===== config.mk =====
export PLATFORM = sky130hd
export DESIGN_NAME = pifb_top
export DESIGN_NICKNAME = d
export VERILOG_FILES = /design/src/pifb_pkg.sv /design/src/pifb_flag_if.sv /design/src/pifb_flag_reg.sv /design/src/pifb_top.sv
export SDC_FILE = /design/constraint.sdc
export NUM_CORES = 1
export LEC_CHECK = 0
export ABC_AREA = 1
export BUFFER_PORTS_ARGS = -buffer_cell sky130_fd_sc_hd__buf_2
export CAP_MARGIN = 20
export CORE_MARGIN = 4
export CORE_UTILIZATION = 54
export DETAILED_ROUTE_END_ITERATION = 8
export GPL_ROUTABILITY_DRIVEN = 1
export PLACE_DENSITY = 0.87
export SYNTH_ARGS = -nofsm -noshare
export SYNTH_HDL_FRONTEND = slang
export SYNTH_SLANG_ARGS = --single-unit

===== constraint.sdc =====
create_clock -name ref_clk_i -period 1.9 [get_ports ref_clk_i]
set_input_delay 0.38 -clock ref_clk_i [delete_from_list [all_inputs] [get_ports ref_clk_i]]
set_output_delay 0.38 -clock ref_clk_i [all_outputs]
set_load 0.005 [all_outputs]

===== src/pifb_pkg.sv =====
/*
 * Constants, types and register map of the peripheral interrupt flag bank.
 * Assumes one 25 MHz clock, a synchronous active-high reset and a plain
 * strobe register port with read data one cycle after the read strobe.
 */
// Summary of operation
// - A source event sets its request flag whatever its enable and the global enable hold.
// - Flags b holds oscillator fail at 7, comparator 2 at 6, comparator 1 at 5, collision at 3
//       and numeric oscillator at 2.
// - Flags c bits 3 down to 0 hold logic cells 4, 3, 2 and 1.
// - A flag reading 1 means pending and 0 means not pending.
// - Bits 4 and 1-0 of flags b and bits 7-4 of flags c read as zero.
// - Every implemented flag is read/write and clears to zero on every reset.
// - Core control holds global enable at 7, group enable at 6, enables 5-3 and flags 2-0.
// - Each enable register uses the bit positions of its flag register, unused bits read zero.
// - No peripheral interrupt reaches the core unless the group enable is set.
// - An enable bit at 1 lets its source interrupt and at 0 blocks it.
package pifb_pkg;

  typedef logic [7:0] pifb_byte_t;
  typedef logic [3:0] pifb_off_t;

  // ****************************************
  // Register offsets
  // ****************************************
  localparam int OFF_W = 4;
  localparam pifb_off_t OFF_CORE = 4'h0;
  localparam pifb_off_t OFF_PIE_A = 4'h1;
  localparam pifb_off_t OFF_PIE_B = 4'h2;
  localparam pifb_off_t OFF_PIE_C = 4'h3;
  localparam pifb_off_t OFF_PIR_A = 4'h4;
  localparam pifb_off_t OFF_PIR_B = 4'h5;
  localparam pifb_off_t OFF_PIR_C = 4'h6;
  localparam pifb_off_t OFF_EVT_ST = 4'h7;
  localparam pifb_off_t OFF_EVT_MASK = 4'h8;

  // ****************************************
  // Field positions
  // ****************************************
  localparam int GIE_BIT = 7;
  localparam int PERIPH_GROUP_EN_BIT = 6;
  localparam int CORE_EN_LSB = 3;
  localparam int CORE_FLAG_LSB = 0;
  localparam int CORE_SRC_N = 3;
  localparam int OSC_FAIL_BIT = 7;
  localparam int CMP_TWO_BIT = 6;
  localparam int CMP_ONE_BIT = 5;
  localparam int COLLISION_BIT = 3;
  localparam int NUM_OSC_BIT = 2;
  localparam int ST_PERI_BIT = 0;
  localparam int ST_CORE_BIT = 1;
  localparam int ST_IRQ_BIT = 2;

  // ****************************************
  // Implemented bits and reset values
  // ****************************************
  localparam pifb_byte_t PIR_A_IMPL = 8'hfb;
  localparam pifb_byte_t PIR_B_IMPL = 8'((1 << OSC_FAIL_BIT) | (1 << CMP_TWO_BIT)
    | (1 << CMP_ONE_BIT) | (1 << COLLISION_BIT) | (1 << NUM_OSC_BIT));
  localparam pifb_byte_t PIR_C_IMPL = 8'h0f;
  localparam pifb_byte_t CORE_FLAG_IMPL = 8'h07;
  localparam pifb_byte_t CORE_EN_IMPL = 8'hf8;
  localparam pifb_byte_t ST_IMPL = 8'h07;
  localparam pifb_byte_t RST_VAL = 8'h00;

  localparam int PIE_N = 3;
  localparam int FLAG_N = 4;
  localparam int CORE_IDX = 3;
  localparam pifb_byte_t FLAG_IMPL [FLAG_N] = '{PIR_A_IMPL, PIR_B_IMPL, PIR_C_IMPL,
    CORE_FLAG_IMPL};
  localparam pifb_off_t FLAG_OFF [FLAG_N] = '{OFF_PIR_A, OFF_PIR_B, OFF_PIR_C, OFF_CORE};
  localparam pifb_off_t PIE_OFF [PIE_N] = '{OFF_PIE_A, OFF_PIE_B, OFF_PIE_C};

endpackage


===== src/pifb_flag_if.sv =====
/*
 * Link between the top and one request flag register.
 * Assumes the top drives write and event and reads the flags back.
 */
`timescale 1ns/1ps
interface pifb_flag_if;
  import pifb_pkg::*;
  logic wr;
  pifb_byte_t wdata;
  pifb_byte_t evt;
  pifb_byte_t flags;
  modport owner (input wr, input wdata, input evt, output flags);
  modport user (output wr, output wdata, output evt, input flags);
endinterface


===== src/pifb_flag_reg.sv =====
/*
 * One request flag register with hardware set and software write.
 * Assumes event bits are one-cycle or level requests synchronous to the clock.
 */
`timescale 1ns/1ps
module pifb_flag_reg #(
  parameter pifb_pkg::pifb_byte_t IMPL = 8'hff
) (
  input wire logic ref_clk_i,
  input wire logic rst_i,
  pifb_flag_if.owner fl
);
  import pifb_pkg::*;

  pifb_byte_t flag_reg;
  pifb_byte_t flag_next;
  pifb_byte_t kept;

  // An event in the cycle of a write still sets its flag.
  assign kept = fl.wr ? fl.wdata : flag_reg;
  assign flag_next = (kept | fl.evt) & IMPL;

  always_ff @(posedge ref_clk_i) begin
    if (rst_i) begin
      flag_reg <= RST_VAL;
    end else begin
      flag_reg <= flag_next;
    end
  end

  assign fl.flags = flag_reg;
endmodule


===== src/pifb_top.sv =====
/*
 * Peripheral interrupt flag bank: request flags, enables, core request
 * and a sticky event status with its own interrupt line.
 * Assumes a register master that issues one-cycle strobes, never both at
 * once, and event sources synchronous to ref_clk_i.
 */
// Design decisions made here: the register addresses and the plain strobed port.
`timescale 1ns/1ps
module pifb_top #(
  parameter int ADDR_W = 4
) (
  input wire logic ref_clk_i,
  input wire logic rst_i,
  input wire logic [ADDR_W-1:0] addr_i,
  input wire pifb_pkg::pifb_byte_t wdata_i,
  input wire logic wr_i,
  input wire logic rd_i,
  output pifb_pkg::pifb_byte_t rdata_o,
  input wire pifb_pkg::pifb_byte_t periph_evt_a_i,
  input wire pifb_pkg::pifb_byte_t periph_evt_b_i,
  input wire pifb_pkg::pifb_byte_t periph_evt_c_i,
  input wire logic [pifb_pkg::CORE_SRC_N-1:0] core_evt_i,
  output logic core_irq_o,
  output logic sys_irq_o
);
  import pifb_pkg::*;

  // ****************************************
  // Parameter check
  // ****************************************
  generate
    if (ADDR_W < OFF_W) begin : g_bad_addr
      $error("ADDR_W too narrow for the register map");
    end
  endgenerate

  // ****************************************
  // Address decode
  // ****************************************
  function automatic logic reg_hit(
    input logic [ADDR_W-1:0] a,
    input pifb_off_t off
  );
    return a == ADDR_W'(off);
  endfunction

  logic [FLAG_N-1:0] flag_wr;
  logic [PIE_N-1:0] pie_wr;
  logic core_wr;
  logic mask_wr;
  logic status_rd;

  assign core_wr = wr_i & reg_hit(addr_i, OFF_CORE);
  assign mask_wr = wr_i & reg_hit(addr_i, OFF_EVT_MASK);
  assign status_rd = rd_i & reg_hit(addr_i, OFF_EVT_ST);

  // ****************************************
  // Request flag registers
  // ****************************************
  pifb_byte_t evt_in [FLAG_N];
  pifb_byte_t flag_val [FLAG_N];

  assign evt_in[0] = periph_evt_a_i;
  assign evt_in[1] = periph_evt_b_i;
  assign evt_in[2] = periph_evt_c_i;
  assign evt_in[CORE_IDX] = pifb_byte_t'(core_evt_i) << CORE_FLAG_LSB;

  pifb_flag_if fl [FLAG_N] ();

  generate
    for (genvar g = 0; g < FLAG_N; g++) begin : g_flag
      assign flag_wr[g] = wr_i & reg_hit(addr_i, FLAG_OFF[g]);
      assign fl[g].wr = flag_wr[g];
      assign fl[g].wdata = wdata_i;
      assign fl[g].evt = evt_in[g];
      assign flag_val[g] = fl[g].flags;

      pifb_flag_reg #(
        .IMPL(FLAG_IMPL[g])
      ) u_bank (
        .ref_clk_i(ref_clk_i),
        .rst_i(rst_i),
        .fl(fl[g])
      );
    end
  endgenerate

  // ****************************************
  // Enable registers
  // ****************************************
  pifb_byte_t pie_reg [PIE_N];
  pifb_byte_t pie_next [PIE_N];
  logic [PIE_N-1:0] pie_hit;

  generate
    for (genvar g = 0; g < PIE_N; g++) begin : g_pie
      assign pie_wr[g] = wr_i & reg_hit(addr_i, PIE_OFF[g]);
      // Enables share the flag layout, so the flag mask applies.
      assign pie_next[g] = pie_wr[g] ? (wdata_i & FLAG_IMPL[g]) : pie_reg[g];
      assign pie_hit[g] = |(flag_val[g] & pie_reg[g]);

      always_ff @(posedge ref_clk_i) begin
        if (rst_i) begin
          pie_reg[g] <= RST_VAL;
        end else begin
          pie_reg[g] <= pie_next[g];
        end
      end
    end
  endgenerate

  // ****************************************
  // Core control enables
  // ****************************************
  pifb_byte_t core_en_reg;
  pifb_byte_t core_en_next;
  pifb_byte_t core_view;
  logic global_irq_en;
  logic periph_group_en;

  assign core_en_next = core_wr ? (wdata_i & CORE_EN_IMPL) : core_en_reg;
  assign global_irq_en = core_en_reg[GIE_BIT];
  assign periph_group_en = core_en_reg[PERIPH_GROUP_EN_BIT];
  // Enables sit in the upper bits, flags in the lower ones.
  assign core_view = core_en_reg | flag_val[CORE_IDX];

  always_ff @(posedge ref_clk_i) begin
    if (rst_i) begin
      core_en_reg <= RST_VAL;
    end else begin
      core_en_reg <= core_en_next;
    end
  end

  // ****************************************
  // Core interrupt request
  // ****************************************
  logic core_pend;
  logic periph_pend;
  logic core_irq_reg;
  logic core_irq_next;

  assign core_pend = |(flag_val[CORE_IDX][CORE_FLAG_LSB +: CORE_SRC_N]
    & core_en_reg[CORE_EN_LSB +: CORE_SRC_N]);
  assign periph_pend = periph_group_en & (|pie_hit);
  assign core_irq_next = global_irq_en & (core_pend | periph_pend);

  always_ff @(posedge ref_clk_i) begin
    if (rst_i) begin
      core_irq_reg <= 1'b0;
    end else begin
      core_irq_reg <= core_irq_next;
    end
  end

  assign core_irq_o = core_irq_reg;

  // ****************************************
  // Event status and its interrupt
  // ****************************************
  pifb_byte_t evt_status_reg;
  pifb_byte_t evt_status_next;
  pifb_byte_t evt_mask_reg;
  pifb_byte_t evt_mask_next;
  pifb_byte_t status_set;
  logic peri_evt;
  logic core_evt;
  logic irq_rise;
  logic sys_irq_reg;
  logic sys_irq_next;

  assign peri_evt = |(periph_evt_a_i & PIR_A_IMPL) | |(periph_evt_b_i & PIR_B_IMPL)
    | |(periph_evt_c_i & PIR_C_IMPL);
  assign core_evt = |core_evt_i;
  assign irq_rise = core_irq_next & ~core_irq_reg;
  assign status_set = (pifb_byte_t'(peri_evt) << ST_PERI_BIT)
    | (pifb_byte_t'(core_evt) << ST_CORE_BIT)
    | (pifb_byte_t'(irq_rise) << ST_IRQ_BIT);
  // A read clears the status, but an event in the same cycle survives.
  assign evt_status_next = ((status_rd ? RST_VAL : evt_status_reg) | status_set) & ST_IMPL;
  assign evt_mask_next = mask_wr ? (wdata_i & ST_IMPL) : evt_mask_reg;
  assign sys_irq_next = |(evt_status_next & evt_mask_next);

  always_ff @(posedge ref_clk_i) begin
    if (rst_i) begin
      evt_status_reg <= RST_VAL;
      evt_mask_reg <= RST_VAL;
      sys_irq_reg <= 1'b0;
    end else begin
      evt_status_reg <= evt_status_next;
      evt_mask_reg <= evt_mask_next;
      sys_irq_reg <= sys_irq_next;
    end
  end

  assign sys_irq_o = sys_irq_reg;

  // ****************************************
  // Read path
  // ****************************************
  pifb_byte_t rd_val;
  pifb_byte_t rdata_reg;
  pifb_byte_t rdata_next;

  // Unmapped offsets read as zero.
  assign rd_val =
    reg_hit(addr_i, OFF_CORE) ? core_view :
    reg_hit(addr_i, OFF_PIE_A) ? pie_reg[0] :
    reg_hit(addr_i, OFF_PIE_B) ? pie_reg[1] :
    reg_hit(addr_i, OFF_PIE_C) ? pie_reg[2] :
    reg_hit(addr_i, OFF_PIR_A) ? flag_val[0] :
    reg_hit(addr_i, OFF_PIR_B) ? flag_val[1] :
    reg_hit(addr_i, OFF_PIR_C) ? flag_val[2] :
    reg_hit(addr_i, OFF_EVT_ST) ? evt_status_reg :
    reg_hit(addr_i, OFF_EVT_MASK) ? evt_mask_reg :
    RST_VAL;
  assign rdata_next = rd_i ? rd_val : RST_VAL;

  always_ff @(posedge ref_clk_i) begin
    if (rst_i) begin
      rdata_reg <= RST_VAL;
    end else begin
      rdata_reg <= rdata_next;
    end
  end

  assign rdata_o = rdata_reg;
endmodule

Word level (Yosys, flattened, before mapping)
Memory sizes are Yosys's and may differ from the RTL's.
Cells that the tools add are included.
- register bits after elaboration: 49
- bits in writable memories: 24
- input bits: 43
- output and inout port bits: 10
- word-level logic and storage cells: 87
- memories: 1
- memory list (memory ; depth ; bits a word ; rd ports ; clocked after memory_dff ; write ports ; line ; RTL):
    pie_reg ; 3 ; 8 ; 3 ; 0 ; 3 ; pifb_top.sv:91 ; pifb_byte_t pie_reg [PIE_N];
- equality and inequality tests: 8
- muxes and demuxes: 24
- bitwise gates (word level): 33
- reductions and logical operators: 9
- operators with widths (cell ; count):
    8-bit 2-to-1 mux ; 18
    24-bit OR reduction ; 1
    8-bit bitwise AND ; 2
    4-bit by 3-bit == test with 1-bit output, second input constant ; 4
    8-bit OR ; 2
    1-bit bitwise AND ; 12
    3-bit by 8-bit bitwise AND with 8-bit output ; 1
    4-bit by 8-bit bitwise AND with 8-bit output ; 1
    4-bit by 2-bit == test with 1-bit output, second input constant ; 2
    8-bit by 3-bit OR with 8-bit output ; 1
    8-bit OR reduction ; 1
    7-bit OR reduction ; 1
    3-bit 2-to-1 mux ; 2
    1-bit OR ; 6
    3-bit OR ; 2
    3-bit OR reduction ; 2
    5-bit OR reduction ; 1
    4-bit by 1-bit == test with 1-bit output, second input constant ; 1
    4-bit == test, second input constant ; 1
    4-bit zero test ; 1
    4-bit 2-to-1 mux ; 1
    4-bit OR ; 1
    4-bit OR reduction ; 1
    3-bit bitwise AND ; 1
    other kinds (5) ; 8

Logic depth before layout (Yosys ltp)
Gate-level depths: netlist of the first run.
An unclocked memory read counts as a cell.
- depth in word-level cells: 11
- depth in mapped cells: 11
- mapped depth without buffers: 11

Cells and area by module
Synthesis of the first run repeated with hierarchy kept, for this count alone.
- cells, all modules: 486
- area total of the unflattened synthesis: 3044.2 um2
- modules (own cells, without submodules) (module ; instances ; cells each ; area an instance (um2) ; sequential area each (um2)):
    pifb_top ; 1 ; 323 ; 2026.9 ; 740.7
    pifb_flag_reg at g_flag[0].u_bank ; 1 ; 55 ; 346.6 ; 140.1
    pifb_flag_reg at g_flag[1].u_bank ; 1 ; 42 ; 269.0 ; 100.1
    pifb_flag_reg at g_flag[2].u_bank ; 1 ; 36 ; 219.0 ; 80.1
    pifb_flag_reg at g_flag[3].u_bank ; 1 ; 30 ; 182.7 ; 60.1

Worst setup path after synthesis of the first run
Ideal clock, no wire load.
- path type: input-to-reg
- start: in addr_i[1]
- end: reg g_flag[3].u_bank.flag_reg[1]
- setup time: 0.113 ns
- arrival time: 1.444 ns
- required time: 1.787 ns
- path slack: 0.343 ns
- cell stages on the path: 10
- path buffers: 2
- cell sequence: buf_2 nor2_1 nand2_1 inv_2 nand2_1 buf_2 nand2_1 o21ai_0 o21ai_1 inv_1
- longest elaborated chain between the ends: 4
- ends and longest elaborated chain (element ; line ; RTL):
    start: declaration ; pifb_top.sv:14 ; input wire logic [ADDR_W-1:0] addr_i,
    4-bit zero test ; pifb_top.sv:44 ; return a == ADDR_W'(off);
    1-bit bitwise AND ; pifb_top.sv:72 ; assign flag_wr[g] = wr_i & reg_hit(addr_i, FLAG_OFF[g]);
    3-bit 2-to-1 mux ; pifb_flag_reg.sv:20 ; assign kept = fl.wr ? fl.wdata : flag_reg;
    3-bit OR ; pifb_flag_reg.sv:21 ; assign flag_next = (kept | fl.evt) & IMPL;
    end signal: assignment ; pifb_flag_reg.sv:27 ; flag_reg <= flag_next;
    end: declaration ; pifb_flag_reg.sv:15 ; pifb_byte_t flag_reg;
Every way passes these cells.
A chain may end at the register's enable or synchronous reset.

Worst setup path after layout of the first run
- start: reg g_flag[2].u_bank.flag_reg[3]
- end: reg sys_irq_reg, in the netlist sys_irq_o
- longest elaborated chain between the ends: 10
- ends and longest elaborated chain (element ; line ; RTL):
    start: declaration ; pifb_flag_reg.sv:15 ;
    start signal: assignment ; pifb_flag_reg.sv:27 ;
    4-bit by 8-bit bitwise AND with 8-bit output ; pifb_top.sv:100 ; assign pie_hit[g] = |(flag_val[g] & pie_reg[g]);
    24-bit OR reduction ; pifb_top.sv:145 ; assign periph_pend = periph_group_en & (|pie_hit);
    1-bit bitwise AND ; pifb_top.sv:145 ;
    1-bit OR ; pifb_top.sv:146 ; assign core_irq_next = global_irq_en & (core_pend | periph_pend);
    1-bit bitwise AND ; pifb_top.sv:146 ;
    1-bit bitwise AND ; pifb_top.sv:175 ; assign irq_rise = core_irq_next & ~core_irq_reg;
    2-bit by 3-bit OR with 3-bit output ; pifb_top.sv:178 ; | (pifb_byte_t'(irq_rise) << ST_IRQ_BIT);
    3-bit OR ; pifb_top.sv:180 ; assign evt_status_next = ((status_rd ? RST_VAL : evt_status_reg) | status_set) & ST_IMPL;
    3-bit by 8-bit bitwise AND with 8-bit output ; pifb_top.sv:182 ; assign sys_irq_next = |(evt_status_next & evt_mask_next);
    8-bit OR reduction ; pifb_top.sv:182 ;
    end signal: assignment ; pifb_top.sv:192 ; sys_irq_reg <= sys_irq_next;
    end: declaration ; pifb_top.sv:169 ; logic sys_irq_reg;
Every way passes these cells.

==> tab_implementation.tex, run 1 <==
\begin{tabular}{lr}
\hline
Metric & Value \\
\hline
\multicolumn{2}{l}{\textbf{Global routing}} \\
Congestion Overflow GR & 0 \\
Number of antenna violations at the first check in global routing & 0 \\
Maximum number of pins on one net before global-route repair & 26 \\
Wire length of the first global-routing pass & 11,200 um \\
Total routing resource utilization after global routing & 23.3\% \\
Number of global-route vias before repair & 2,428 \\
\multicolumn{2}{l}{\textbf{STA}} \\
Final Slew Violations & 0 \\
Peak Freq & 706 MHz \\
RSZ-0062 raised after global routing & no \\
TNS Setup & 0 ps \\
Relative slew slack & 69.1\% \\
Part of the cycle the worst path needs & 74.6\% \\
Largest clock skew in the final design & 5.41 ps \\
Transition at the pin with the smallest max-transition slack & 463 ps \\
Total setup violations reported at the end of the flow & 0 \\
Final Hold Fails & 0 \\
Post-route minimum period & 1420 ps \\
\multicolumn{2}{l}{\textbf{Synthesis}} \\
Net count after synthesis & 433 \\
Number of cells produced by synthesis & 390 \\
Syn Area/Cell & 6.77 um\^{}2 \\
Distinct cell type count after synthesis & 28 \\
Post-synth design cell area & 0.00264 mm\^{}2 \\
Leading cell types by total area after synthesis & sky130\_fd\_sc\_hd\_\_dfxtp\_1 42\%, sky130\_fd\_sc\_hd\_\_nand2\_1 16\%, sky130\_fd\_sc\_hd\_\_inv\_1 6.8\% \\
Most used standard cells in the synthesized netlist & 111 x sky130\_fd\_sc\_hd\_\_nand2\_1, 56 x sky130\_fd\_sc\_hd\_\_dfxtp\_1, 48 x sky130\_fd\_sc\_hd\_\_inv\_1, 31 x sky130\_fd\_sc\_hd\_\_a21oi\_1, 30 x sky130\_fd\_sc\_hd\_\_o21ai\_0 \\
Post-synth ARST share & 0\% \\
Synthesized flop and latch total & 56 \\
Number of enable-type register cells in the synthesized netlist & 0 \\
Primary flip-flop cell chosen by synthesis mapping & sky130\_fd\_sc\_hd\_\_dfxtp\_1 \\
Largest area contributor in the netlist & sky130\_fd\_sc\_hd\_\_dfxtp\_1 \\
Most common cell in the synthesized netlist & sky130\_fd\_sc\_hd\_\_nand2\_1 \\
Sequential-to-total area share from yosys stat & 42.4\% \\
Share of the synthesized area in the top cell type & 42.4\% \\
YS warnings & 0 \\
\multicolumn{2}{l}{\textbf{Floorplanning}} \\
Area enclosed by the die boundary & 0.00607 mm\^{}2 \\
Die span in y & 77.9 um \\
Initial standard-cell utilization of the core & 55.9\% \\
Die X & 77.9 um \\
Core Region & 0.00472 mm\^{}2 \\
Placement Rows & 25 \\
Number of top-level pins & 53 \\
\multicolumn{2}{l}{\textbf{Power}} \\
Clk network pwr share & 31.1\% \\
Power density over cell area & 711 mW/mm\^{}2 \\
Leakage & 1.48 nW \\
Sw Pwr & 0.000542 W \\
Internal power & 0.00163 W \\
Sw Ratio & 24.9\% \\
Register share of total power & 57.6\% \\
Proportion of power drawn by combinational gates & 11.3\% \\
Worst IR Drop VDD & 0.000360 V \\
\multicolumn{2}{l}{\textbf{Cells and area}} \\
Antenna diode count & 0 \\
Max reg flops & 19 \\
Total number of nets in the final design & 483 \\
Fraction of final layout cells sized beyond drive strength 1 & 16.8\% \\
Fin cells & 507 \\
Combined flip-flop and latch cell area & 0.00112 mm\^{}2 \\
Area growth, synth to finish & 15.9\% \\
Total of fill cells in the finished design & 412 \\
Area taken by multi-input logic gates & 0.00128 mm\^{}2 \\
\multicolumn{2}{l}{\textbf{Clocking}} \\
Cts hold-fix bufs & 0 \\
Number of gates resized after CTS & 0 \\
Clk slew on worst S/H paths & 90 ps \\
Cell at the root of the clock tree & sky130\_fd\_sc\_hd\_\_clkbuf\_8 \\
Clock tree buffer depth & 2 \\
Clock tree from TritonCTS & built \\
Number of sinks driven by the clock tree & 56 \\
CTS buffer count & 5 \\
Post-CTS Setup Repair Bufs & 0 \\
Latest clock arrival within the worst-skew pair & 300 ps \\
H-tree level count & 2 \\
\multicolumn{2}{l}{\textbf{Route}} \\
Pre-Repair DR Iteration Count & 6 \\
Detail-routed net length per standard cell & 13.3 um \\
Total wire length & 6730 um \\
DRT antenna net count & 0 \\
Remaining routing DRC violations & 0 \\
Number of vias after detailed routing & 2,649 \\
Number of DRC markers after the initial detailed-route iteration & 229 \\
Post-detailed-route via-to-cell ratio & 5.22 \\
\multicolumn{2}{l}{\textbf{Setup path}} \\
Critical path endpoint category & flop \\
Worst EP arrival & 1620 ps \\
WS Path Type & reg2reg \\
Crit-path slowest cell & sky130\_fd\_sc\_hd\_\_dfxtp\_1 \\
Worst path max stage delay & 340 ps \\
Req. time, crit path & 2110 ps \\
Critical path, cell by cell & nand2\_1 -> nand2\_1 -> nor2\_1 -> nand2\_1 -> o21ai\_0 -> nand2\_1 -> nand3\_1 -> nand2\_1 -> nand2\_1 -> nand2\_1 \\
Most frequent cell on the critical path & sky130\_fd\_sc\_hd\_\_nand2\_1 \\
Startpoint type of the worst setup path & flop \\
Worst-path fanout max & 3 \\
\multicolumn{2}{l}{\textbf{Run}} \\
Count of maximum capacitance violations & 0 \\
\multicolumn{2}{l}{\textbf{Placement}} \\
Routability cong. & 0.955 \\
DP Wirelength & 5170 um \\
Number of placed instances with taps included & 500 \\
Port Buf Inserts & 44 \\
\multicolumn{2}{l}{\textbf{Min path}} \\
Hold WC Path Type & in2reg \\
\multicolumn{2}{l}{\textbf{Outcome}} \\
Result of the run & finished clean \\
\hline
\end{tabular}
[placed cells by master, fill, tap and decap left out, types with 3 or more instances in the layout]
| master | synthesis | final |
|---|---|---|
| sky130_fd_sc_hd__inv_1 | 48 | 48 |
| sky130_fd_sc_hd__o221ai_1 | 3 | 3 |
| sky130_fd_sc_hd__inv_2 | 4 | 4 |
| sky130_fd_sc_hd__o21ai_1 | 19 | 19 |
| sky130_fd_sc_hd__a41oi_1 | 3 | 3 |
| sky130_fd_sc_hd__clkbuf_8 | 0 | 7 |
| sky130_fd_sc_hd__nor2_1 | 26 | 26 |
| sky130_fd_sc_hd__buf_4 | 0 | 9 |
| sky130_fd_sc_hd__buf_2 | 2 | 44 |
| sky130_fd_sc_hd__nand3_1 | 29 | 29 |
| sky130_fd_sc_hd__a21oi_1 | 31 | 31 |
| sky130_fd_sc_hd__dfxtp_1 | 56 | 56 |
| sky130_fd_sc_hd__o21ai_0 | 30 | 30 |
| sky130_fd_sc_hd__nand2_1 | 111 | 111 |
[worst max-delay path: cells and delay by family, from the launching register on]
kind | cells | cell delay [ps]
simple gates | 9 | 730
compound gates | 1 | 240
flops | 1 | 340
[final timing paths]
check	cells past startpoint	slack (ps)	endpoint	startpoint
max	10	480	sys_irq_o	g_flag[2].u_bank.fl.flags[3]
min	3	280	g_flag[0].u_bank.fl.flags[7]	periph_evt_a_i[7]
max reg2reg	10	480	sys_irq_o	g_flag[2].u_bank.fl.flags[3]
min reg2reg	2	480	pie_reg[1][2]	pie_reg[1][2]
[power by group through the flow]
stage | Sequential [W] | Clock, W | Combinational [W]
5_1_grt | 0.00126 | 0.000746 | 0.000279
2_1_floorplan | 0.00127 | 0 | 0.000144
4_1_cts | 0.00125 | 0.000696 | 0.000244
3_5_place_dp | 0.00128 | 0 | 0.000243
6_report | 0.00125 | 0.000677 | 0.000246
3_3_place_gp | 0.00128 | 0 | 0.000237
[through the flow]
stage | hold WS (ps) | power (W) | worst slack [ps] | utilization, % | cell area [um^2]
after floorplan | 444 | 0.00141 | 343 | - | 2640
after global placement | 455 | 0.00152 | 252 | 62.8 | 2970
after detailed placement | 462 | 0.00152 | 202 | 62.8 | 2970
after CTS | 273 | 0.00219 | 488 | 64.8 | 3060
after global routing | 281 | 0.00228 | 293 | 64.8 | 3060
final | 281 | 0.00218 | 484 | 64.8 | 3060
[kinds of logic after synthesis]
group                  after synthesis  share of synthesized area (%)
and+or+nand+nor                    181                           29.8
buffers and inverters               62                           9.19
DFF                                 56                           42.4
AOI/OAI and AO/OA                   91                           18.6
[layout make-up]
| type | count | area share [%] |
|---|---|---|
| Multi-Input combinational cell | 272 | 41.7 |
| Sequential cell | 56 | 36.6 |
| Timing Repair Buffer | 53 | 9.40 |
| Inverter | 52 | 6.38 |
| Clock buffer | 7 | 3.15 |
| Tap cell | 67 | 2.74 |
[per-layer routing]
| layer | share of wire [%] | global-route usage (%) | wire length [um] |
|---|---|---|---|
| met1 | 43 | 30.2 | 2900 |
| met4 | 1.9 | 8.57 | 125 |
| met3 | 8.7 | 5.57 | 585 |
| met5 | 0 | 0 | 0 |
| met2 | 46 | 37.6 | 3120 |
No activity file was read; power rests on OpenSTA's default activity.
==> run 2: changes to the inputs <==
CORE_UTILIZATION = 49   (was 54)
PLACE_DENSITY = 0.83   (was 0.87)
clock period = 1.17 ns   (was 1.9 ns; I/O delays follow)
==> run 2 against run 1 <==
Effect of this change:
- the flow now finishes with violations (negative setup slack)
- highest routed layer unchanged
- setup slack got worse by 620 ps
- largest power group unchanged
- total power rose by 89%
- critical endpoint unchanged
- final cell count grew 11%
- largest cell class unchanged
==> tab_implementation.tex, run 2 (synthesis results as in run 1) <==
\begin{tabular}{lr}
\hline
Metric & Value \\
\hline
\multicolumn{2}{l}{\textbf{Global routing}} \\
Wire length of the first global-routing pass & 13,000 um (+16\%) \\
Congestion Overflow GR & 0 (unchanged) \\
Total routing resource utilization after global routing & 25.8\% (+2.5 points) \\
Number of antenna violations at the first check in global routing & 0 (unchanged) \\
Number of global-route vias before repair & 2,904 (+20\%) \\
Maximum number of pins on one net before global-route repair & 26 (unchanged) \\
\multicolumn{2}{l}{\textbf{Floorplanning}} \\
Placement Rows & 26 (+4.0\%) \\
Core Region & 0.00517 mm\^{}2 (+9.5\%) \\
Number of top-level pins & 53 (unchanged) \\
Area enclosed by the die boundary & 0.00663 mm\^{}2 (+9.1\%) \\
Die span in y & 81.4 um (+4.5\%) \\
Die X & 81.4 um (+4.5\%) \\
Initial standard-cell utilization of the core & 51.1\% (-4.9 points) \\
\multicolumn{2}{l}{\textbf{Route}} \\
DRT antenna net count & 0 (unchanged) \\
Remaining routing DRC violations & 0 (unchanged) \\
Number of DRC markers after the initial detailed-route iteration & 302 (+32\%) \\
Pre-Repair DR Iteration Count & 5 (-1) \\
Detail-routed net length per standard cell & 15.5 um (+17\%) \\
Post-detailed-route via-to-cell ratio & 5.52 (+5.7\%) \\
Total wire length & 8710 um (+29\%) \\
Number of vias after detailed routing & 3,099 (+17\%) \\
\multicolumn{2}{l}{\textbf{Setup path}} \\
Critical path, cell by cell & nand2\_1 -> nand2\_1 -> nor2\_2 -> nand2\_2 -> o21ai\_2 -> nand2\_2 -> nand3\_2 -> nand2\_1 -> nand2\_1 -> nand2\_1 \\
Worst-path fanout max & 2 (-1) \\
Critical path endpoint category & flop \\
Worst path max stage delay & 340 ps (about the same) \\
FF-to-FF setup slack & -130 ps (-620 ps) \\
WS Path Type & reg2reg \\
Req. time, crit path & 1380 ps (-730 ps) \\
Crit-path slowest cell & sky130\_fd\_sc\_hd\_\_dfxtp\_2 \\
Worst EP arrival & 1510 ps (-110 ps) \\
Most frequent cell on the critical path & sky130\_fd\_sc\_hd\_\_nand2\_1 \\
Startpoint type of the worst setup path & flop \\
\multicolumn{2}{l}{\textbf{Cells and area}} \\
Leading cell types in the layout, fill and taps excluded & 102 x sky130\_fd\_sc\_hd\_\_nand2\_1, 58 x sky130\_fd\_sc\_hd\_\_buf\_4, 51 x sky130\_fd\_sc\_hd\_\_dfxtp\_1 \\
Final Cell Area & 0.00361 mm\^{}2 (+18\%) \\
Fraction of final layout cells sized beyond drive strength 1 & 31.0\% (+14 points) \\
Max reg flops & 19 (unchanged) \\
Total number of nets in the final design & 534 (+11\%) \\
Area growth, synth to finish & 36.8\% \\
Most frequent standard cell in the layout excluding fill and tap cells & sky130\_fd\_sc\_hd\_\_nand2\_1 \\
Fin cells & 561 (+11\%) \\
Antenna diode count & 0 (unchanged) \\
\multicolumn{2}{l}{\textbf{Placement}} \\
Number of placed instances with taps included & 550 (+10\%) \\
DP Wirelength & 6240 um (+21\%) \\
Dpl cell area & 0.00337 mm\^{}2 (+14\%) \\
Routability cong. & 0.991 (+3.7\%) \\
Port Buf Inserts & 44 (unchanged) \\
\multicolumn{2}{l}{\textbf{Min path}} \\
Hold WC Path Type & in2reg \\
\multicolumn{2}{l}{\textbf{STA}} \\
Post-route minimum period & 1300 ps (-114 ps) \\
Final Slew Violations & 0 (unchanged) \\
Total setup violations reported at the end of the flow & 5 (+5) \\
Peak Freq & 768 MHz (+8.7\%) \\
Setup slack after layout & -133 ps (-616 ps) \\
Part of the cycle the worst path needs & 111\% (+37 points) \\
Transition at the pin with the smallest max-transition slack & 291 ps (-172 ps) \\
Largest clock skew in the final design & 14.3 ps (+8.87 ps) \\
RSZ-0062 raised after global routing & yes \\
Relative slew slack & 80.5\% (+11 points) \\
Final Hold Fails & 0 (unchanged) \\
\multicolumn{2}{l}{\textbf{Clocking}} \\
Clock tree from TritonCTS & built \\
CTS buffer count & 5 (unchanged) \\
Cell at the root of the clock tree & sky130\_fd\_sc\_hd\_\_clkbuf\_8 \\
H-tree level count & 2 (unchanged) \\
Clock tree buffer depth & 2 (unchanged) \\
Latest clock arrival within the worst-skew pair & 310 ps (about the same) \\
Clk slew on worst S/H paths & 110 ps (+20 ps) \\
Number of sinks driven by the clock tree & 56 (unchanged) \\
\multicolumn{2}{l}{\textbf{Power}} \\
Worst IR Drop VDD & 0.000689 V (+92\%) \\
Power density over cell area & 1140 mW/mm\^{}2 (+60\%) \\
Leakage & 1.79 nW (+21\%) \\
\multicolumn{2}{l}{\textbf{Outcome}} \\
Result of the run & complete, but fails checks \\
Violated checks & negative setup slack \\
\multicolumn{2}{l}{\textbf{Run}} \\
Count of maximum capacitance violations & 0 (unchanged) \\
\hline
\end{tabular}
## run 2: cell count changes in the layout (fill, tap and decap cells not counted), sizes merged
cell    previous run  this run
buf               53       102
bufinv             0         2
nand2            113       114
clkbuf             7         6
## run 2: cell type report
cell class | instances | area [um^2]
clock buffer | 5 | 68.8
clock inverter | 2 | 60.1
fill | 385 | 1560
inverter | 52 | 210
multi-input combinational | 273 | 1370
sequential | 56 | 1130
tap | 70 | 87.6
timing repair buffer | 103 | 691
## run 2: per-stage QoR
step / power [W] / worst slack, ps / hold slack, ps / setup TNS [ps] / util (%)
floorplan: 0.00231 / -130 / 346 / -817 / -
global placement: 0.00258 / -259 / 451 / -8820 / 65.1
detailed placement: 0.00260 / -276 / 460 / -10070 / 65.1
CTS: 0.00404 / -89.4 / 144 / -104 / 67.8
global route: 0.00424 / -174 / 149 / -828 / 69.9
finish: 0.00412 / -133 / 135 / -273 / 69.9
## run 2: timing repair
action | CTS | global route
endpoints found under the setup margin | 3 | 26
pin swaps | 0 | 8
buffers inserted | 0 | 3
gates cloned | 0 | 1
resized for setup | 5 | 33
hold buffers | 0 | 0
## run 2: power breakdown
group          switching, W  total, W  internal [W]
Clock              0.000644   0.00149      0.000844
Combinational      0.000339  0.000593      0.000254
Sequential        0.0000549   0.00204       0.00198
Total               0.00104   0.00412       0.00308
## run 2: final timing paths
check                                                    end  depth (start not counted)              start
worst max-delay path                               sys_irq_o                         10      pie_reg[2][2]
worst min-delay path            g_flag[2].u_bank.fl.flags[0]                          3  periph_evt_c_i[0]
worst max register to register                     sys_irq_o                         10      pie_reg[2][2]
worst min register to register                 pie_reg[0][4]                          2      pie_reg[0][4]
## run 2: layer usage
layer / GRT usage (%) / up-vias / share of wire [%]
li1: - / 1465 / -
met1: 31.1 / 1420 / 40
met2: 42.8 / 170 / 47
met3: 6.36 / 44 / 10
met4: 12.8 / 0 / 3.7
met5: 0 / - / 0
## run 2: worst max-delay path, delay by kind of cell (launching register included)
| kind | cells | cell delay (ps) |
|---|---|---|
| flip-flops | 1 | 340 |
| AND/OR/NAND/NOR | 9 | 710 |
| AO/OA/AOI/OAI | 1 | 150 |
==> run 3: changes to the inputs <==
CORE_UTILIZATION = 54   (was 49)
CTS_CLUSTER_DIAMETER = 30   (was default)
PLACE_DENSITY = 0.87   (was 0.83)
clock period = 1.4 ns   (was 1.17 ns; I/O delays follow)
==> run 3 against run 2 <==
Effect of this change:
- the run now ends clean
- die area decreased by 8.4%
- total power decreased by 27%
- register-to-register slack improved by 210 ps
- non-clock buffer count decreased by 27
- core utilization decreased by 0.77 points
- critical endpoint unchanged
- highest routed layer unchanged
==> tab_implementation.tex, run 3 (synthesis results as in run 1) <==
\begin{tabular}{lr}
\hline
Metric & Value \\
\hline
\multicolumn{2}{l}{\textbf{Outcome}} \\
Result of the run & finished clean \\
\multicolumn{2}{l}{\textbf{Floorplanning}} \\
Core Region & 0.00472 mm\^{}2 (-8.7\%) \\
Initial standard-cell utilization of the core & 55.9\% (+4.9 points) \\
Die span in y & 77.9 um (-4.3\%) \\
Area enclosed by the die boundary & 0.00607 mm\^{}2 (-8.4\%) \\
Placement Rows & 25 (-3.8\%) \\
Die X & 77.9 um (-4.3\%) \\
Number of top-level pins & 53 (unchanged) \\
\multicolumn{2}{l}{\textbf{Min path}} \\
Hold WC Path Type & in2reg \\
Startpoint of the most critical hold path & periph\_evt\_a\_i[1] \\
Terminating pin of the worst hold path & g\_flag[0].u\_bank.fl.flags[1] \\
Cells on Worst Hold Path & 3 (unchanged) \\
\multicolumn{2}{l}{\textbf{STA}} \\
Transition at the pin with the smallest max-transition slack & 342 ps (+50.9 ps) \\
Largest clock skew in the final design & 10.1 ps (-4.16 ps) \\
Final Slew Violations & 0 (unchanged) \\
Relative slew slack & 77.0\% (-3.6 points) \\
Post-route minimum period & 1330 ps (+23.8 ps) \\
RSZ-0062 raised after global routing & yes \\
Final Hold Fails & 0 (unchanged) \\
Total setup violations reported at the end of the flow & 0 (-5) \\
Peak Freq & 754 MHz (-1.8\%) \\
TNS Setup & 0 ps (+273 ps) \\
Part of the cycle the worst path needs & 94.7\% (-17 points) \\
Setup slack after layout & 73.6 ps (+206 ps) \\
\multicolumn{2}{l}{\textbf{Global routing}} \\
Number of global-route vias before repair & 2,751 (-5.3\%) \\
Number of antenna violations at the first check in global routing & 0 (unchanged) \\
Maximum number of pins on one net before global-route repair & 26 (unchanged) \\
Total routing resource utilization after global routing & 26.6\% (+0.84 points) \\
Congestion Overflow GR & 0 (unchanged) \\
Wire length of the first global-routing pass & 12,800 um (-1.8\%) \\
\multicolumn{2}{l}{\textbf{Power}} \\
Register share of total power & 56.6\% (+7.2 points) \\
Leakage & 1.60 nW (-11\%) \\
Worst IR Drop VDD & 0.000540 V (-22\%) \\
Power density over cell area & 922 mW/mm\^{}2 (-19\%) \\
Sw Ratio & 26.2\% (+0.99 points) \\
Clk network pwr share & 30.3\% (-5.8 points) \\
Sw Pwr & 0.000789 W (-24\%) \\
Internal power & 0.00222 W (-28\%) \\
Proportion of power drawn by combinational gates & 13.1\% (-1.3 points) \\
\multicolumn{2}{l}{\textbf{Setup path}} \\
Req. time, crit path & 1610 ps (+230 ps) \\
Startpoint type of the worst setup path & flop \\
WS Path Type & reg2reg \\
Critical path endpoint category & flop \\
Worst EP arrival & 1540 ps (+30 ps) \\
Worst reg2reg endpoint & sys\_irq\_o \\
Worst R2R Start & g\_flag[2].u\_bank.fl.flags[0] \\
FF-to-FF setup slack & 70 ps (+210 ps) \\
Worst-path fanout max & 3 (+1) \\
FF-to-FF path depth & 10 (unchanged) \\
\multicolumn{2}{l}{\textbf{Clocking}} \\
Clock tree buffer depth & 2 (unchanged) \\
Clk slew on worst S/H paths & 90 ps (-20 ps) \\
H-tree level count & 2 (unchanged) \\
CTS buffer count & 5 (unchanged) \\
Latest clock arrival within the worst-skew pair & 320 ps (about the same) \\
Cell at the root of the clock tree & sky130\_fd\_sc\_hd\_\_clkbuf\_8 \\
Cts hold-fix bufs & 0 (unchanged) \\
Clock tree from TritonCTS & built \\
Number of sinks driven by the clock tree & 56 (unchanged) \\
\multicolumn{2}{l}{\textbf{Cells and area}} \\
Area growth, synth to finish & 23.5\% \\
Antenna diode count & 0 (unchanged) \\
Fraction of final layout cells sized beyond drive strength 1 & 23.7\% (-7.3 points) \\
Max reg flops & 19 (unchanged) \\
Total number of nets in the final design & 506 (-5.2\%) \\
Most frequent standard cell in the layout excluding fill and tap cells & sky130\_fd\_sc\_hd\_\_nand2\_1 \\
Leading cell types in the layout, fill and taps excluded & 107 x sky130\_fd\_sc\_hd\_\_nand2\_1, 51 x sky130\_fd\_sc\_hd\_\_dfxtp\_1, 48 x sky130\_fd\_sc\_hd\_\_inv\_1 \\
\multicolumn{2}{l}{\textbf{Route}} \\
Detail-routed net length per standard cell & 14.3 um (-8.0\%) \\
Remaining routing DRC violations & 0 (unchanged) \\
Number of vias after detailed routing & 2,911 (-6.1\%) \\
Post-detailed-route via-to-cell ratio & 5.48 (-0.76\%) \\
Total wire length & 7590 um (-13\%) \\
DRT antenna net count & 0 (unchanged) \\
Pre-Repair DR Iteration Count & 5 (unchanged) \\
Number of DRC markers after the initial detailed-route iteration & 361 (+20\%) \\
\multicolumn{2}{l}{\textbf{Placement}} \\
Port Buf Inserts & 44 (unchanged) \\
Setup WS pre-CTS & -91.4 ps (+185 ps) \\
Routability cong. & 0.974 (-1.7\%) \\
DP Wirelength & 5640 um (-9.5\%) \\
\multicolumn{2}{l}{\textbf{Run}} \\
Count of maximum capacitance violations & 0 (unchanged) \\
\hline
\end{tabular}
[run 3: cell count changes in the layout (fill, tap and decap cells not counted), moves of 3 or more]
cell,before,now
sky130_fd_sc_hd__inv_1,45,48
sky130_fd_sc_hd__o21ai_0,23,29
sky130_fd_sc_hd__buf_2,41,44
sky130_fd_sc_hd__buf_4,58,32
sky130_fd_sc_hd__nand2_2,10,6
sky130_fd_sc_hd__nand2_1,102,107
sky130_fd_sc_hd__o21ai_2,5,1
[run 3: worst max-delay path by stage]
stage               cells past startpoint                    startpoint  slack (ps)                           end
global placement                       12                     addr_i[2]         -50                     sys_irq_o
floorplan                              10                     addr_i[1]          10  g_flag[3].u_bank.fl.flags[1]
detailed placement                     10                     addr_i[2]         -90                     sys_irq_o
finish                                 10  g_flag[2].u_bank.fl.flags[0]          70                     sys_irq_o
CTS                                    10  g_flag[2].u_bank.fl.flags[3]          20                     sys_irq_o
global route                           10  g_flag[2].u_bank.fl.flags[0]         -20                     sys_irq_o
[run 3: layout make-up]
type	instances	area, um^2
clock buffers	8	90.1
multi-input cells	272	1300
fillers	379	1460
flip-flops and latches	56	1130
well taps	67	83.8
repair buffers	76	460
inverters	52	198
[run 3: through the flow]
step / cell area, um^2 / hold slack, ps / cells / power [W] / util (%)
floorplan: 2650 / 392 / 390 / 0.00192 / -
global placement: 3130 / 456 / 521 / 0.00210 / 66.3
detailed placement: 3130 / 461 / 521 / 0.00211 / 66.3
CTS: 3220 / 172 / 529 / 0.00299 / 68.3
global route: 3260 / 182 / 531 / 0.00314 / 69.1
finish: 3260 / 176 / 531 / 0.00301 / 69.1
[run 3: critical path, cell delays in order, from the launching register on]
cell and delay, ps:
sky130_fd_sc_hd__dfxtp_2 340, sky130_fd_sc_hd__nand2_1 60, sky130_fd_sc_hd__nand2_1 60, sky130_fd_sc_hd__nor2_2 160, sky130_fd_sc_hd__nand2_2 80, sky130_fd_sc_hd__o21ai_2 180, sky130_fd_sc_hd__nand2_2 80, sky130_fd_sc_hd__nand3_2 80
sky130_fd_sc_hd__nand2_1 60, sky130_fd_sc_hd__nand2_1 50, sky130_fd_sc_hd__nand2_1 60
[run 3: repair_timing]
action,in CTS,in global routing
endpoints found under the setup margin,1,2
buffers inserted,0,2
endpoints found under the hold margin,0,0
pin swaps,0,4
gates resized for setup,2,11
[run 3: power groups by stage]
stage          clock [W]  sequential (W)  combinational (W)
5_1_grt         0.000991         0.00171           0.000438
3_5_place_dp           0         0.00173           0.000376
2_1_floorplan          0         0.00172           0.000197
6_report        0.000912         0.00170           0.000393
4_1_cts         0.000917         0.00170           0.000380
3_3_place_gp           0         0.00173           0.000365
[run 3: routing by layer]
metal	vias up	part of all wire [%]	GRT usage, %
met2	154	46	42.9
li1	1407	-	-
met5	-	0	0
met4	0	4.2	13.5
met3	38	9.5	6.84
met1	1312	40	32.8
